[src/include/ivm_params.svh]
`ifndef IVM_PARAMS_SVH
`define IVM_PARAMS_SVH

// source count and vector width
`define IVM_NUM_SRC        12
`define IVM_VEC_W          24
`define IVM_FLAG_W         16

// vector offsets, highest priority first
`define IVM_OFF_SEQ_ABORT  9'h188
`define IVM_OFF_CONV_DONE  9'h184
`define IVM_OFF_BATT       9'h140
`define IVM_OFF_PORT_S     9'h124
`define IVM_OFF_OVERCUR    9'h108
`define IVM_OFF_PERIODIC   9'h100
`define IVM_OFF_PORT_AD    9'h0F4
`define IVM_OFF_PORT_L     9'h0C0
`define IVM_OFF_CHAN0      9'h0AC
`define IVM_OFF_CHAN1      9'h0A8
`define IVM_OFF_CHAN2      9'h0A4
`define IVM_OFF_CHAN3      9'h0A0

// sources able to end stop mode, bit per source index
`define IVM_STOP_CAP       12'h0E8

// only bits 6, 4, 2, 1 and 0 of the over-current enable exist
`define IVM_OC_EN_MASK     7'h57

// register byte addresses
`define IVM_ADDR_BASE      8'h00
`define IVM_ADDR_ADC_EN    8'h04
`define IVM_ADDR_SUPPLY_EN 8'h08
`define IVM_ADDR_PORT_EN   8'h0C
`define IVM_ADDR_TIMER_EN  8'h10
`define IVM_ADDR_PENDING   8'h14
`define IVM_ADDR_STATUS    8'h18
`define IVM_ADDR_MASK      8'h1C
`define IVM_ADDR_ACTIVE    8'h20

// reset values
`define IVM_BASE_RST       24'hFF_FE00
`define IVM_EN_RST         32'h0000_0000

`endif

[src/include/ivm_pkg.sv]
package ivm_pkg;

  typedef enum logic [1:0] {
    IVM_IDLE   = 2'b01,
    IVM_ANSWER = 2'b10
  } ivm_bus_state_type;

  // raw request flags from the peripherals
  typedef struct packed {
    logic       seq_abort;
    logic       conv_overrun;
    logic [9:0] conv_complete;
    logic       batt_high;
    logic       batt_low;
    logic [7:0] port_s;
    logic [6:0] overcurrent;
    logic       periodic;
    logic [7:0] port_ad_low;
    logic [7:0] port_ad_high;
    logic [1:0] port_l;
    logic [3:0] timer_chan;
  } ivm_flags_type;

  // request presented to the core
  typedef struct packed {
    logic        req;
    logic [23:0] vector;
    logic [3:0]  source;
  } ivm_core_type;

  typedef struct packed {
    ivm_bus_state_type bus_state;
    logic [31:0]       prdata;
    logic              pslverr;
    logic [23:0]       vector_base_reg;
    logic              seq_abort_irq_en;
    logic              conv_overrun_irq_en;
    logic [9:0]        conv_complete_irq_en;
    logic              batt_high_irq_en;
    logic              batt_low_irq_en;
    logic [6:0]        overcurrent_irq_en;
    logic              periodic_timer_irq_en;
    logic [7:0]        port_s_wake_en;
    logic [7:0]        port_ad_low_wake_en;
    logic [7:0]        port_ad_high_wake_en;
    logic [1:0]        port_l_wake_en;
    logic [3:0]        chan_irq_en;
    logic [11:0]       evt_status;
    logic [11:0]       evt_mask;
    ivm_core_type      core;
    logic              wake_stop;
    logic              wake_wait;
  } ivm_state_type;

endpackage : ivm_pkg

[src/ivm_vector_map.sv]
`timescale 1ns/1ps
`include "ivm_params.svh"
// Overview of operation
// - vector address is the programmable base plus a fixed per-source offset
// - several pending requests: the higher vector offset wins
// - sequence-abort at 0x188, two enables plus mask, wakes wait only
// - conversion-complete at 0x184, ten per-command enables plus mask, wait only
// - supply monitor at 0x140, high and low enables plus mask, wait only
// - port S key-wakeup at 0x124, eight pin enables, wakes stop and wait
// - over-current at 0x108, enable bits 6, 4, 2 to 0, wait only
// - periodic timer at 0x100, own enable plus mask, wakes stop and wait
// - port AD key-wakeup at 0x0F4, sixteen pin enables, wakes stop and wait
// - port L key-wakeup at 0x0C0, two pin enables, wakes stop and wait
// - timer channels 0 to 3 at 0x0AC down to 0x0A0, wait only
module ivm_vector_map (
  input  wire logic                  clk_sys,
  input  wire logic                  sys_rst,
  input  wire logic                  psel,
  input  wire logic                  penable,
  input  wire logic                  pwrite,
  input  wire logic [7:0]            paddr,
  input  wire logic [31:0]           pwdata,
  output logic      [31:0]           prdata,
  output logic                       pready,
  output logic                       pslverr,
  input  wire ivm_pkg::ivm_flags_type src_flags,
  input  wire logic                  irq_mask,
  output ivm_pkg::ivm_core_type      core_req,
  output logic                       wake_stop,
  output logic                       wake_wait,
  output logic                       evt_irq
);
  import ivm_pkg::*;

  localparam int NSRC = `IVM_NUM_SRC;
  localparam int FW   = `IVM_FLAG_W;

  localparam logic [8:0] OFFS [NSRC] = '{
    `IVM_OFF_SEQ_ABORT, `IVM_OFF_CONV_DONE, `IVM_OFF_BATT,    `IVM_OFF_PORT_S,
    `IVM_OFF_OVERCUR,   `IVM_OFF_PERIODIC,  `IVM_OFF_PORT_AD, `IVM_OFF_PORT_L,
    `IVM_OFF_CHAN0,     `IVM_OFF_CHAN1,     `IVM_OFF_CHAN2,   `IVM_OFF_CHAN3
  };

  initial
  begin
    if (NSRC != 12 || `IVM_VEC_W != 24)
      $error("ivm_vector_map: source table and vector width do not match");
  end

  ivm_state_type         st;
  ivm_state_type         next_st;
  logic [FW-1:0]         src_flag [NSRC];
  logic [FW-1:0]         src_en   [NSRC];
  logic [NSRC-1:0]       src_req;
  logic                  access;
  logic                  addr_ok;
  logic [31:0]           rd_value;

  // flags and enables spread into one lane per source, zero padded
  always_comb
  begin
    for (int i = 0; i < NSRC; i++)
    begin
      src_flag[i] = '0;
      src_en[i]   = '0;
    end
    src_flag[0]  = {14'h0000, src_flags.seq_abort, src_flags.conv_overrun};
    src_en[0]    = {14'h0000, st.seq_abort_irq_en, st.conv_overrun_irq_en};
    src_flag[1]  = {6'h00, src_flags.conv_complete};
    src_en[1]    = {6'h00, st.conv_complete_irq_en};
    src_flag[2]  = {14'h0000, src_flags.batt_high, src_flags.batt_low};
    src_en[2]    = {14'h0000, st.batt_high_irq_en, st.batt_low_irq_en};
    src_flag[3]  = {8'h00, src_flags.port_s};
    src_en[3]    = {8'h00, st.port_s_wake_en};
    src_flag[4]  = {9'h000, src_flags.overcurrent};
    src_en[4]    = {9'h000, st.overcurrent_irq_en & `IVM_OC_EN_MASK};
    src_flag[5]  = {15'h0000, src_flags.periodic};
    src_en[5]    = {15'h0000, st.periodic_timer_irq_en};
    src_flag[6]  = {src_flags.port_ad_high, src_flags.port_ad_low};
    src_en[6]    = {st.port_ad_high_wake_en, st.port_ad_low_wake_en};
    src_flag[7]  = {14'h0000, src_flags.port_l};
    src_en[7]    = {14'h0000, st.port_l_wake_en};
    for (int c = 0; c < 4; c++)
    begin
      src_flag[8+c] = {15'h0000, src_flags.timer_chan[c]};
      src_en[8+c]   = {15'h0000, st.chan_irq_en[c]};
    end
  end

  // one gate per source; the mask blocks every source here
  genvar g;
  generate
    for (g = 0; g < NSRC; g++)
    begin : gen_gate
      ivm_src_gate #(
        .WIDTH (FW)
      ) u_gate (
        .flags    (src_flag[g]),
        .enables  (src_en[g]),
        .irq_mask (irq_mask),
        .req      (src_req[g])
      );
    end
  endgenerate

  // register decode, only exact aligned addresses answer
  assign access = psel & penable;
  always_comb
  begin
    addr_ok  = 1'b1;
    rd_value = 32'h0000_0000;
    case (paddr)
      `IVM_ADDR_BASE:      rd_value = {8'h00, st.vector_base_reg};
      `IVM_ADDR_ADC_EN:    rd_value = {6'h00, st.conv_complete_irq_en, 14'h0000,
                                       st.conv_overrun_irq_en, st.seq_abort_irq_en};
      `IVM_ADDR_SUPPLY_EN: rd_value = {15'h0000, st.periodic_timer_irq_en, 1'b0, st.overcurrent_irq_en,
                                       6'h00, st.batt_low_irq_en, st.batt_high_irq_en};
      `IVM_ADDR_PORT_EN:   rd_value = {6'h00, st.port_l_wake_en, st.port_ad_high_wake_en,
                                       st.port_ad_low_wake_en, st.port_s_wake_en};
      `IVM_ADDR_TIMER_EN:  rd_value = {28'h000_0000, st.chan_irq_en};
      `IVM_ADDR_PENDING:   rd_value = {20'h0_0000, src_req};
      `IVM_ADDR_STATUS:    rd_value = {20'h0_0000, st.evt_status};
      `IVM_ADDR_MASK:      rd_value = {20'h0_0000, st.evt_mask};
      `IVM_ADDR_ACTIVE:    rd_value = {3'b000, st.core.req, st.core.source, st.core.vector};
      default:             addr_ok  = 1'b0;
    endcase
  end

  // whole next state: bus slave, event status, core request and wake
  always_comb
  begin
    logic [11:0] status_clr;
    next_st    = st;
    status_clr = 12'h000;
    case (st.bus_state)
      IVM_IDLE:
      begin
        if (access)
        begin
          // read data latched a cycle ahead so prdata comes from a flop
          next_st.prdata    = rd_value;
          next_st.pslverr   = ~addr_ok;
          next_st.bus_state = IVM_ANSWER;
        end
      end
      IVM_ANSWER:
      begin
        next_st.bus_state = IVM_IDLE;
        next_st.prdata    = 32'h0000_0000;
        next_st.pslverr   = 1'b0;
        if (pwrite && addr_ok)
        begin
          case (paddr)
            `IVM_ADDR_BASE:      next_st.vector_base_reg = {pwdata[23:9], 9'h000};
            `IVM_ADDR_ADC_EN:
            begin
              next_st.seq_abort_irq_en     = pwdata[0];
              next_st.conv_overrun_irq_en  = pwdata[1];
              next_st.conv_complete_irq_en = pwdata[25:16];
            end
            `IVM_ADDR_SUPPLY_EN:
            begin
              next_st.batt_high_irq_en      = pwdata[0];
              next_st.batt_low_irq_en       = pwdata[1];
              next_st.overcurrent_irq_en    = pwdata[14:8] & `IVM_OC_EN_MASK;
              next_st.periodic_timer_irq_en = pwdata[16];
            end
            `IVM_ADDR_PORT_EN:
            begin
              next_st.port_s_wake_en       = pwdata[7:0];
              next_st.port_ad_low_wake_en  = pwdata[15:8];
              next_st.port_ad_high_wake_en = pwdata[23:16];
              next_st.port_l_wake_en       = pwdata[25:24];
            end
            `IVM_ADDR_TIMER_EN:  next_st.chan_irq_en = pwdata[3:0];
            `IVM_ADDR_MASK:      next_st.evt_mask    = pwdata[11:0];
            default:             next_st.evt_mask    = st.evt_mask;
          endcase
        end
        // clear only what the read reported; a bit set since the latch stays pending
        if (!pwrite && paddr == `IVM_ADDR_STATUS)
          status_clr = st.prdata[11:0];
      end
      default:
        next_st.bus_state = IVM_IDLE;
    endcase

    // a request arriving during the clearing read survives it
    next_st.evt_status = (st.evt_status & ~status_clr) | src_req;

    // lowest index has the highest offset, so walk downward and let the last hit win
    next_st.core.req    = |src_req;
    next_st.core.source = 4'h0;
    next_st.core.vector = st.vector_base_reg;
    for (int i = NSRC - 1; i >= 0; i--)
    begin
      if (src_req[i])
      begin
        next_st.core.source = 4'(i);
        next_st.core.vector = st.vector_base_reg + {15'h0000, OFFS[i]};
      end
    end

    // stop only ends for stop-capable sources; any source ends wait
    next_st.wake_stop = |(src_req & `IVM_STOP_CAP);
    next_st.wake_wait = |src_req;
  end

  // state register; enables cleared so nothing is presented after reset
  always_ff @(posedge clk_sys)
  begin
    if (sys_rst)
    begin
      st                       <= '0;
      st.bus_state             <= IVM_IDLE;
      st.vector_base_reg       <= `IVM_BASE_RST;
      st.core.vector           <= `IVM_BASE_RST;
      st.evt_mask              <= 12'(`IVM_EN_RST);
    end
    else
    begin
      st <= next_st;
    end
  end

  // outputs; pready and the pready-gated pslverr are the combinational handshake terms
  assign pready    = (st.bus_state == IVM_ANSWER);
  assign prdata    = st.prdata;
  assign pslverr   = st.pslverr & pready;
  assign core_req  = st.core;
  assign wake_stop = st.wake_stop;
  assign wake_wait = st.wake_wait;
  assign evt_irq   = |(st.evt_status & st.evt_mask);

  logic [NSRC-1:0] higher_mask;
  always_comb
  begin
    higher_mask = (12'h001 << st.core.source) - 12'h001;
  end
endmodule : ivm_vector_map

[src/ivm_src_gate.sv]
`timescale 1ns/1ps
// one source: any enabled flag raises it, the core mask blocks it
module ivm_src_gate #(
  parameter int WIDTH = 16
) (
  input  wire logic [WIDTH-1:0] flags,
  input  wire logic [WIDTH-1:0] enables,
  input  wire logic             irq_mask,
  output logic                  req
);

  initial
  begin
    if (WIDTH < 1)
      $error("ivm_src_gate: WIDTH must be at least 1");
  end

  // local enables first, then the maskable-interrupt mask
  assign req = (|(flags & enables)) & ~irq_mask;

endmodule : ivm_src_gate

[config.mk]
export PLATFORM = sky130hd
export DESIGN_NAME = ivm_vector_map
export DESIGN_NICKNAME = d
export VERILOG_FILES = /design/src/include/ivm_pkg.sv /design/src/ivm_vector_map.sv /design/src/ivm_src_gate.sv
export VERILOG_INCLUDE_DIRS = /design/src /design/src/include
export SDC_FILE = /design/constraint.sdc
export NUM_CORES = 1
export LEC_CHECK = 0
export ABC_AREA = 1
export BUFFER_PORTS_ARGS = -buffer_cell sky130_fd_sc_hd__buf_4
export CORE_MARGIN = 3
export CORE_UTILIZATION = 50
export CTS_CLUSTER_SIZE = 12
export DETAILED_ROUTE_END_ITERATION = 8
export HOLD_SLACK_MARGIN = 0.05
export PLACE_DENSITY = 0.75
export SLEW_MARGIN = 20
export SYNTH_ARGS = -nofsm -noshare
export SYNTH_HDL_FRONTEND = slang
export SYNTH_SLANG_ARGS = --single-unit
[constraint.sdc]
create_clock -name clk_sys -period 2.24 [get_ports clk_sys]
set_clock_uncertainty 0.1 [all_clocks]
set_input_delay 0.224 -clock clk_sys [delete_from_list [all_inputs] [get_ports clk_sys]]
set_output_delay 0.224 -clock clk_sys [all_outputs]
set_load 0.005 [all_outputs]
Word level (Yosys, flattened, before mapping)
Index checks and enable logic that the tools add are counted.
{"block": "totals", "register_bits": 154, "inputBits": 98, "elab_cells": 132}
{"block": "op_classes", "n_addsub": 12, "n_eq_ne": 11, "n_mux": 18, "n_bitwise": 33, "n_reduce_logical": 33}
{"op": "28-bit 2-to-1 mux", "count": 12}
{"op": "29-bit case mux with 9 select lines", "count": 1}
{"op": "16-bit OR reduction", "count": 12}
{"op": "24-bit by 8-bit adder with 24-bit output (second input constant)", "count": 6}
{"op": "24-bit by 9-bit adder with 24-bit output (second input constant)", "count": 6}
{"op": "33-bit case mux with 2 select lines", "count": 1}
{"op": "33-bit 2-to-1 mux", "count": 1}
{"op": "8-bit by 5-bit == test with 1-bit output (second input constant)", "count": 4}
{"op": "12-bit AND", "count": 2}
{"op": "12-bit 2-to-1 mux", "count": 2}
{"op": "12-bit OR reduction", "count": 2}
{"op": "1-bit AND", "count": 19}
{"op": "3-bit AND reduction", "count": 6}
{"op": "9-bit OR reduction", "count": 2}
{"op": "16-bit AND", "count": 1}
{"op": "8-bit by 4-bit == test with 1-bit output (second input constant)", "count": 2}
{"op": "12-bit inverter", "count": 1}
{"op": "12-bit bitwise OR", "count": 1}
{"op": "10-bit AND", "count": 1}
{"op": "8-bit AND", "count": 1}
{"op": "8-bit by 3-bit == test with 1-bit output (second input constant)", "count": 1}
{"op": "8-bit by 6-bit == test with 1-bit output (second input constant)", "count": 1}
{"op": "8-bit zero test", "count": 1}
{"op": "7-bit AND", "count": 1}
{"op": "other kinds (14)", "count": 20}

Longest topological paths before layout
Gate-level depths: netlist of the first run.
{"block": "logic_depth", "depth_word": 15, "ltp_mapped": 12, "ltp_nobuf": 11}

Modules after synthesis
Synthesis of the first run repeated with hierarchy kept, for this count alone.
{"block": "unflattened", "cells_unflattened": 1585, "area_unflattened_um2": 9283.9}
{"module": "ivm_vector_map", "n_inst": 1, "cells_per_inst": 1201, "area_per_inst_um2": 7842.5}
{"module": "ivm_src_gate", "n_inst": 12, "cells_per_inst": 32, "area_per_inst_um2": 120.1}

Least setup slack after synthesis of the first run
Ideal clock, no wire load.
{"block": "synth_path", "path_kind": "register -> register", "start": "register st[165] (netlist bit)", "end": "register st[31] (netlist bit)", "setup_ns": 0.113, "t_arrival_ns": 1.488, "required_time_ns": 2.027, "slack_ns": 0.539, "path_stages_with_launch": 10, "synth_period_minus_slack_ns": 1.701, "cell_sequence": "dfxtp_1 > inv_1 > nor2_2 > inv_2 > nor2_1 > buf_2 > nand3_4 > buf_6 > nor2_1 > nor2_1"}
{"block": "synth_between", "elab_chain_cells": 2}
{"item": "start, declared", "line": "ivm_vector_map.sv:50", "rtl": "ivm_state_type st;"}
{"item": "start signal, assigned", "line": "ivm_vector_map.sv:222", "rtl": "st <= next_st;"}
{"item": "2-bit == test", "line": "ivm_vector_map.sv:135", "rtl": "case (st.bus_state)"}
{"item": "3-bit AND reduction (no line)"}
No other way between the ends.
A chain may end at the register's enable or synchronous reset.

Final worst setup path of the first run
{"block": "layout_path", "start": "register st (netlist bit src_en[166])", "end": "register st (netlist bit core_req[1])"}
{"block": "layout_between", "elab_chain_cells": 4}
{"item": "10-bit AND", "line": "ivm_src_gate.sv:19", "rtl": "assign req = (|(flags & enables)) & ~irq_mask;"}
{"item": "16-bit OR reduction", "line": "ivm_src_gate.sv:19"}
{"item": "1-bit AND", "line": "ivm_src_gate.sv:19"}
{"item": "3-bit OR reduction (no line)"}
No other way between the ends.

==> results of run 1 <==
-- where the power goes --
group | internal [uW] | switching [uW] | total [uW]
Clock | 1810 | 1150 | 2950
Combinational | 154 | 160 | 314
Sequential | 2650 | 1.30 | 2650
-- per-stage QoR --
step	instances	utilization [%]	hold WS [ps]	instance area, um2	total power [uW]
after global placement	1325	58.7	338	8240	2980
after global routing	1383	64.9	81.0	9110	6070
after detailed placement	1325	58.7	335	8240	2980
after floorplan	1068	-	237	7280	2810
final	1383	64.9	80.8	9110	5920
after CTS	1383	64.9	73.6	9110	5910
-- layout make-up --
class / count / area share, %
well taps: 180 / 2.47
flip-flops and latches: 149 / 32.7
inverters: 80 / 3.30
clock inverters: 12 / 1.69
repair buffers: 214 / 18.5
clock buffers: 20 / 5.01
multi-input cells: 728 / 36.3
-- layout by cell type (no fill, tap or decap), types with 8 or more instances in the layout --
cell type,n
a21oi_1,98
inv_1,75
nand2_1,352
or2_2,12
dlygate4sd3_1,26
o21ai_0,22
buf_4,187
nand3_1,55
clkbuf_16,17
nor2_1,84
nor2_2,8
nand4_1,50
dfxtp_1,149
-- Yosys cell counts, drive strengths merged --
cell type	n
nand3b	2
a31oi	1
nand4	50
nand3	63
clkinv	1
a221oi	3
dfxtp	149
o221ai	1
nor2	94
o31ai	1
or2	13
inv	79
o22ai	5
clkbuf	25
conb	1
nor3	8
o211ai	4
buf	86
nand2	353
a22oi	1
o2111ai	1
o21ai	23
a22o	2
a21oi	98
-- metal layers --
layer | track usage [%] | part of all wire (%)
met5 | 0 | 0
met4 | 8.96 | 2.3
met3 | 6.99 | 11
met1 | 41.8 | 44
met2 | 43.5 | 43
-- kinds of logic (layout without fill, tap and decap cells) --
group,Yosys count,in the layout,share of synthesized area [%]
AND/OR/NAND/NOR,583,583,34.8
AO/OA/AOI/OAI,140,140,10.3
buffers and inverters,191,326,13.7
other,1,5,0.0516
flip-flops,149,149,41.1
-- worst max-delay path by stage --
stage               cells after the start           to   startpoint  slack (ps)
floorplan                               9       st[31]      st[165]         540
global placement                       11  src_en[145]     paddr[7]         230
detailed placement                     11   src_en[96]     paddr[7]         190
CTS                                     9  core_req[1]  src_en[166]         330
global route                            9  core_req[1]  src_en[166]         210
finish                                  9  core_req[1]  src_en[166]         320
-- sequential cells by signal, indices dropped and copies added, names as in the netlist --
signal,cells
wake_wait,1
st,42
prdata,29
src_en,50
core_req,26
wake_stop,1
-- what timing repair did --
action / CTS / global route
hold endpoints to repair: 77 / 0
buffers inserted: 0 / 0
hold buffers: 26 / 0
==> flow_metrics.py, run 1 <==
metrics = {
    "outcome": {
        "status": "completed",
    },
    "job": {
        "maxCapViolCount": 0,
    },
    "worst_hold_path": {
        "min_to": "prdata[23]",
        "hp-class": "input port to flip-flop",
        "hp-start": "sys_rst",
        "hold_path_depth": 2,
    },
    "critical_path": {
        "critPathArrivalTime_ps": 2160,
        "crit_slowest_cell": "dfxtp_1",
        "end_kind": "flip-flop",
        "rr_worst_depth": 9,
        "max_stage_delay_ps": 340,
        "r2r-end": "core_req[1]",
        "criticalPathCategory": "flip-flop to flip-flop",
        "cp-start-kind": "flip-flop",
        "reg2reg_from": "src_en[166]",
        "critPathMaxFanout": 5,
        "worst-path-buf-inv": 2,
        "ff2ff_setup_slack_ps": 320,
        "crit_required_ps": 2480,
        "crit_chain": "nand2_1 -> nand4_1 -> nor2_1 -> nand4_1 -> nand2_1 -> inv_1 -> nor2_1 -> inv_1 -> a21oi_1",
        "crit_family": "simple AND/OR/NAND/NOR gates",
    },
    "timing": {
        "setup_viol": 0,
        "setup_slack_ps": 324,
        "hold_viol_final": 0,
        "finalCritPeriodShare_pct": 85.5,
        "slew_headroom_pct": 62.2,
        "max_freq_mhz": 522,
        "tns_ps": 0,
        "final_max_slew_viol_count": 0,
        "fin_crit_ps": 1920,
        "rsz0062_at_grt": "false",
        "worst_pin_slew_ps": 566,
    },
    "global_route": {
        "grtUsageTotal_pct": 29.1,
        "antenna_found_initial": 0,
        "gr-total-overflow": 0,
        "grt_max_degree": 48,
        "grt_pass1_wl_um": 36900,
        "grt_pass1_vias": 6896,
    },
    "clock_tree": {
        "clk_pin_slew_worst_paths_ps": 60,
        "ctsLongestPathBuffers": 2,
        "cts_root_buffer": "clkbuf_16",
        "clock_latency_ps": 440,
        "cts_inserted_buffers": 17,
        "cts.sinks": 149,
        "htree_num_levels": 4,
        "cts_tree": "built",
        "cts_resized": 0,
    },
    "synthesis": {
        "synth_top_area_cell": "dfxtp_1",
        "synthCells": 1064,
        "ys_seq_elements": 149,
        "synth_top_area_share_pct": 41.1,
        "synth_area_per_cell_um2": 6.83,
        "ys_warn_count": 0,
        "synthDistinctLibCells": 36,
        "synth.area.top_cells": "dfxtp_1, nand2_1, a21oi_1",
        "yosysSeqAreaShare_pct": 41.1,
        "syn_area_um2": 7260,
    },
    "detailed_routing": {
        "ant_nets": 0,
        "routed_wl_um": 23500,
        "drt_iter0_markers": 880,
        "via_count": 7552,
        "post_drt_via_cell_ratio": 5.46,
        "routedWlPerCell_um": 17.0,
        "drc": 0,
        "drtPass1Iterations": 6,
    },
    "floorplanning": {
        "dieArea_um2": 16000,
        "core_um2": 14000,
        "initial_core_util_pct": 51.7,
        "pin_count": 164,
        "std_cell_rows": 43,
        "die_h_um": 127,
        "die_w_um": 127,
    },
    "placed_design": {
        "io_buffers": 150,
        "dp_hpwl_um": 17100,
        "place_ws_ps": 191,
        "gp_congestion": 0.948,
    },
    "pwr": {
        "leakage_uw": 0.00408,
        "peakVddDrop_mv": 0.590,
        "p_per_area_nw_per_um2": 650,
    },
    "final_layout": {
        "register_area_um2": 2980,
        "multi_input_area_um2": 3310,
        "n_antenna_cell": 0,
        "final.fill_count": 1303,
        "syn_to_final_growth_pct": 25.4,
        "final_layout_size_suffix_gt1_share_pct": 21.2,
        "nets": 1288,
    },
}
(Power assumes the default switching activity.)
==> inputs of run 2 (changes only) <==
- CORE_MARGIN: 3 -> 2
==> flow_metrics.py, run 2 (same netlist as run 1, synthesis figures left out) <==
metrics = {
    "outcome": {
        "status": "completed",
    },
    "clock_tree": {
        "clock_latency_ps": 430,
        "cts_inserted_buffers": 17,
        "clk_pin_slew_worst_paths_ps": 60,
        "post_cts_buffers": 0,
        "cts_root_buffer": "clkbuf_16",
        "cts.sinks": 149,
        "cts_tree": "built",
        "cts_hold_buf": 26,
        "ctsLongestPathBuffers": 2,
        "cts_resized": 0,
        "htree_num_levels": 4,
    },
    "critical_path": {
        "critPathArrivalTime_ps": 2330,
        "critPathMaxFanout": 19,
        "rr_worst_depth": 9,
        "crit_required_ps": 2500,
        "end_kind": "flip-flop",
        "cp-start-kind": "flip-flop",
        "criticalPathCategory": "flip-flop to flip-flop",
    },
    "final_layout": {
        "stdcell_count": 1382,
        "largest_register_ffs": 50,
        "final_cell_mix": "nand2_1, buf_4, dfxtp_1",
        "final_layout_size_suffix_gt1_share_pct": 20.9,
        "final.fill_count": 1329,
        "n_antenna_cell": 0,
        "layout_commonest_cell": "nand2_1",
        "nets": 1284,
        "syn_to_final_growth_pct": 24.9,
    },
    "job": {
        "maxCapViolCount": 0,
    },
    "floorplanning": {
        "std_cell_rows": 44,
        "pin_count": 164,
        "initial_core_util_pct": 50.5,
        "die_h_um": 125,
        "die_w_um": 125,
        "core_um2": 14400,
        "dieArea_um2": 15500,
    },
    "timing": {
        "tns_ps": 0,
        "slew_headroom_pct": 35.8,
        "worst_pin_slew_ps": 963,
        "whs_ps": 78.4,
        "final_max_slew_viol_count": 0,
        "rsz0062_at_grt": "false",
        "setup_viol": 0,
        "finalCritPeriodShare_pct": 92.4,
        "setup_slack_ps": 171,
        "hold_viol_final": 0,
        "max_freq_mhz": 483,
        "fin_crit_ps": 2070,
    },
    "global_route": {
        "grt_pass1_vias": 6822,
        "grt_max_degree": 94,
        "grtUsageTotal_pct": 29.7,
        "grt_pass1_wl_um": 36200,
        "gr-total-overflow": 0,
        "antenna_found_initial": 0,
    },
    "detailed_routing": {
        "via_count": 7469,
        "drt_iter0_markers": 907,
        "ant_nets": 0,
        "drtPass1Iterations": 5,
        "drc": 0,
        "routed_wl_um": 23300,
        "post_drt_via_cell_ratio": 5.40,
        "routedWlPerCell_um": 16.8,
    },
    "pwr": {
        "p_per_area_nw_per_um2": 638,
        "leakage_uw": 0.00406,
        "total_power_uw": 5790,
        "peakVddDrop_mv": 0.481,
    },
    "placed_design": {
        "dp_hpwl_um": 16800,
        "placed_cells": 1325,
        "gp_congestion": 0.958,
        "io_buffers": 150,
        "place_ws_ps": 94.4,
    },
    "worst_hold_path": {
        "hp-class": "input port to flip-flop",
        "hold_path_depth": 4,
    },
}
run 2: per-layer routing:
layer	up-vias	wire [um]	track usage, %
li1	3617	-	-
met1	3419	10200	41.4
met2	390	10400	46.1
met3	43	2140	5.41
met4	0	592	10.6
met5	-	0	0
run 2: metrics by stage:
stage	instance area (um2)	utilization [%]
global placement	8230	57.3
global route	9070	63.1
detailed placement	8230	57.3
floorplan	7280	-
CTS	9070	63.1
finish	9070	63.1
run 2: critical path: stages (launching register included):
cell,delay [ps]
dfxtp_1,310
inv_1,50
nor2_2,200
inv_2,120
nor2_2,390
buf_4,300
nand3_4,230
nand2_1,130
nand2_1,60
nor2_1,100
run 2: worst paths after layout:
path	slack (ps)	end	from
setup / recovery	170	st[33]	st[165]
hold / removal	80	core_req[6]	sys_rst
hold reg to reg	370	prdata[15]	prdata[15]
setup reg to reg	170	st[33]	st[165]
run 2: final cells by class:
class,count,area (um2),area share [%]
sequential,149,2980,32.9
inverter,80,300,3.31
tap,184,230,2.54
clock inverter,13,150,1.66
clock buffer,18,429,4.73
multi-input combinational,728,3310,36.5
timing repair buffer,210,1670,18.4
run 2: power by group:
part	leakage, uW	switching [uW]	internal [uW]	total, uW
Clock	0.000278	1180	1650	2830
Sequential	0.00120	1.25	2650	2650
Combinational	0.00258	158	150	308
==> inputs of run 3 (changes only) <==
- ABC_AREA: 1 -> default
==> flow_metrics.py, run 3 <==
metrics = {
    "outcome": {
        "status": "completed",
    },
    "timing": {
        "fin_crit_ps": 2130,
        "final_max_slew_viol_count": 0,
        "slew_headroom_pct": 56.5,
        "finalCritPeriodShare_pct": 95.0,
        "rsz0062_at_grt": "false",
        "setup_viol": 0,
        "worst_pin_slew_ps": 652,
        "max_freq_mhz": 470,
        "tns_ps": 0,
        "hold_viol_final": 0,
    },
    "critical_path": {
        "crit_required_ps": 2470,
        "end_kind": "flip-flop",
        "critPathArrivalTime_ps": 2360,
        "cp-start-kind": "flip-flop",
        "criticalPathCategory": "flip-flop to flip-flop",
        "crit_family": "compound AO/OA/AOI/OAI gates",
        "worst-path-buf-inv": 0,
        "crit_slowest_cell": "o41a_1",
        "max_stage_delay_ps": 590,
        "critPathMaxFanout": 7,
        "crit_chain": "a22oi_1 -> nand2_1 -> o41a_1 -> or3_1 -> nor4_1",
    },
    "clock_tree": {
        "cts_root_buffer": "clkbuf_16",
        "cts_tree": "built",
        "cts_hold_buf": 27,
        "post_cts_buffers": 0,
        "clk_pin_slew_worst_paths_ps": 60,
        "ctsLongestPathBuffers": 2,
        "cts.sinks": 149,
        "htree_num_levels": 4,
        "clock_latency_ps": 440,
        "cts_inserted_buffers": 17,
        "cts_resized": 0,
    },
    "global_route": {
        "antenna_found_initial": 0,
        "gr-total-overflow": 0,
        "grt_pass1_vias": 6329,
        "grt_max_degree": 53,
        "grt_pass1_wl_um": 35200,
        "grtUsageTotal_pct": 31.6,
    },
    "placed_design": {
        "dp_hpwl_um": 17100,
        "placed_cell_area_um2": 8040,
        "io_buffers": 150,
        "gp_congestion": 1.02,
    },
    "final_layout": {
        "register_area_um2": 2980,
        "stdcell_area_um2": 8870,
        "largest_register_ffs": 50,
        "nets": 1063,
        "layout_commonest_cell": "buf_4",
        "final_cell_mix": "buf_4, nand2_1, dfxtp_1",
        "multi_input_area_um2": 3280,
        "syn_to_final_growth_pct": 27.0,
        "n_antenna_cell": 0,
        "final.fill_count": 1211,
        "final_layout_size_suffix_gt1_share_pct": 26.5,
    },
    "synthesis": {
        "synth_top_family_by_area": "simple AND/OR/NAND/NOR gates",
        "synth_adder_area_share_pct": 0,
        "synth_top_flop_cell": "dfxtp_1",
        "synth_top_area_share_pct": 42.7,
        "synth_simple_gate_area_share_pct": 22.0,
        "synth.most_common_cell": "nand2_1",
        "synthDistinctLibCells": 64,
        "synth_top_area_cell": "dfxtp_1",
        "synth.area.top_cells": "dfxtp_1, nand2_1, buf_4",
        "syn_area_um2": 6990,
        "yosysSeqAreaShare_pct": 42.7,
        "synth_edf_count": 0,
        "synth_mux_area_share_pct": 4.03,
        "ys_seq_elements": 149,
        "synthArstFlopShare_pct": 0,
        "ys_warn_count": 0,
        "synthXorXnorAreaFrac_pct": 0,
        "synth_compound_area_share_pct": 20.5,
        "synthCells": 831,
        "synth_area_per_cell_um2": 8.41,
        "ys_top_cells_by_count": "nand2_1, dfxtp_1, a21oi_1",
    },
    "detailed_routing": {
        "routedWlPerCell_um": 20.2,
        "via_count": 6893,
        "drtPass1Iterations": 5,
        "routed_wl_um": 23400,
        "post_drt_via_cell_ratio": 5.95,
        "drc": 0,
        "ant_nets": 0,
        "drt_iter0_markers": 767,
    },
    "pwr": {
        "peakVddDrop_mv": 0.525,
        "leakage_uw": 0.00350,
        "p_per_area_nw_per_um2": 643,
    },
    "floorplanning": {
        "std_cell_rows": 43,
        "die_w_um": 122,
        "initial_core_util_pct": 50.7,
        "dieArea_um2": 14900,
        "pin_count": 164,
        "core_um2": 13800,
        "die_h_um": 122,
    },
    "job": {
        "maxCapViolCount": 0,
    },
    "worst_hold_path": {
        "hp-class": "input port to flip-flop",
    },
}
-- run 3: area by class of cell --
type                            instances  area share, %
Sequential cell                       149           33.6
Inverter                                4          0.169
Tap cell                              180           2.54
Clock buffer                           20           5.15
Timing Repair Buffer                  223           20.3
Multi-Input combinational cell        570           37.0
Clock inverter                         12           1.18
-- run 3: metrics by stage --
stage	util, %	worst slack [ps]	power [uW]	std cells	hold slack (ps)
2_1_floorplan	-	253	2820	835	248
3_3_place_gp	58.4	166	3010	1099	346
3_5_place_dp	58.4	121	3010	1099	355
4_1_cts	64.4	147	5690	1158	69.0
5_1_grt	64.4	22.6	5850	1158	89.0
6_report	64.4	113	5700	1158	86.7
-- run 3: final timing paths --
kind                            depth (start not counted)  startpoint           to  slack [ps]
worst min register to register                          2  prdata[13]   prdata[13]         360
worst max-delay path                                    5  src_en[80]  core_req[3]         110
worst min-delay path                                    3     penable      st[165]          90
worst max register to register                          5  src_en[80]  core_req[3]         110
-- run 3: logic make-up after synthesis --
kind of cell / count (synthesis)
and+or+nand+nor: 330
AOI/OAI and AO/OA: 209
DFF: 149
buffers and inverters: 116
muxes: 26
other: 1
-- run 3: per-layer routing --
metal | up-vias | GRT usage, % | routed length, um
met2 | 400 | 48.1 | 10500
met3 | 48 | 8.52 | 2580
met5 | - | 0 | 0
li1 | 3158 | - | -
met1 | 3287 | 43.1 | 9800
met4 | 0 | 11.5 | 521
-- run 3: power by group --
part	switching [uW]	total (uW)	internal [uW]
logic	178	348	170
registers	1.81	2650	2650
clock network	1120	2700	1580
total	1300	5700	4400
-- run 3: worst reg2reg max path: cells and delay by family (launching register included) --
family          cells  cell delay [ps]
compound gates      2              840
flops               1              340
simple gates        3              740
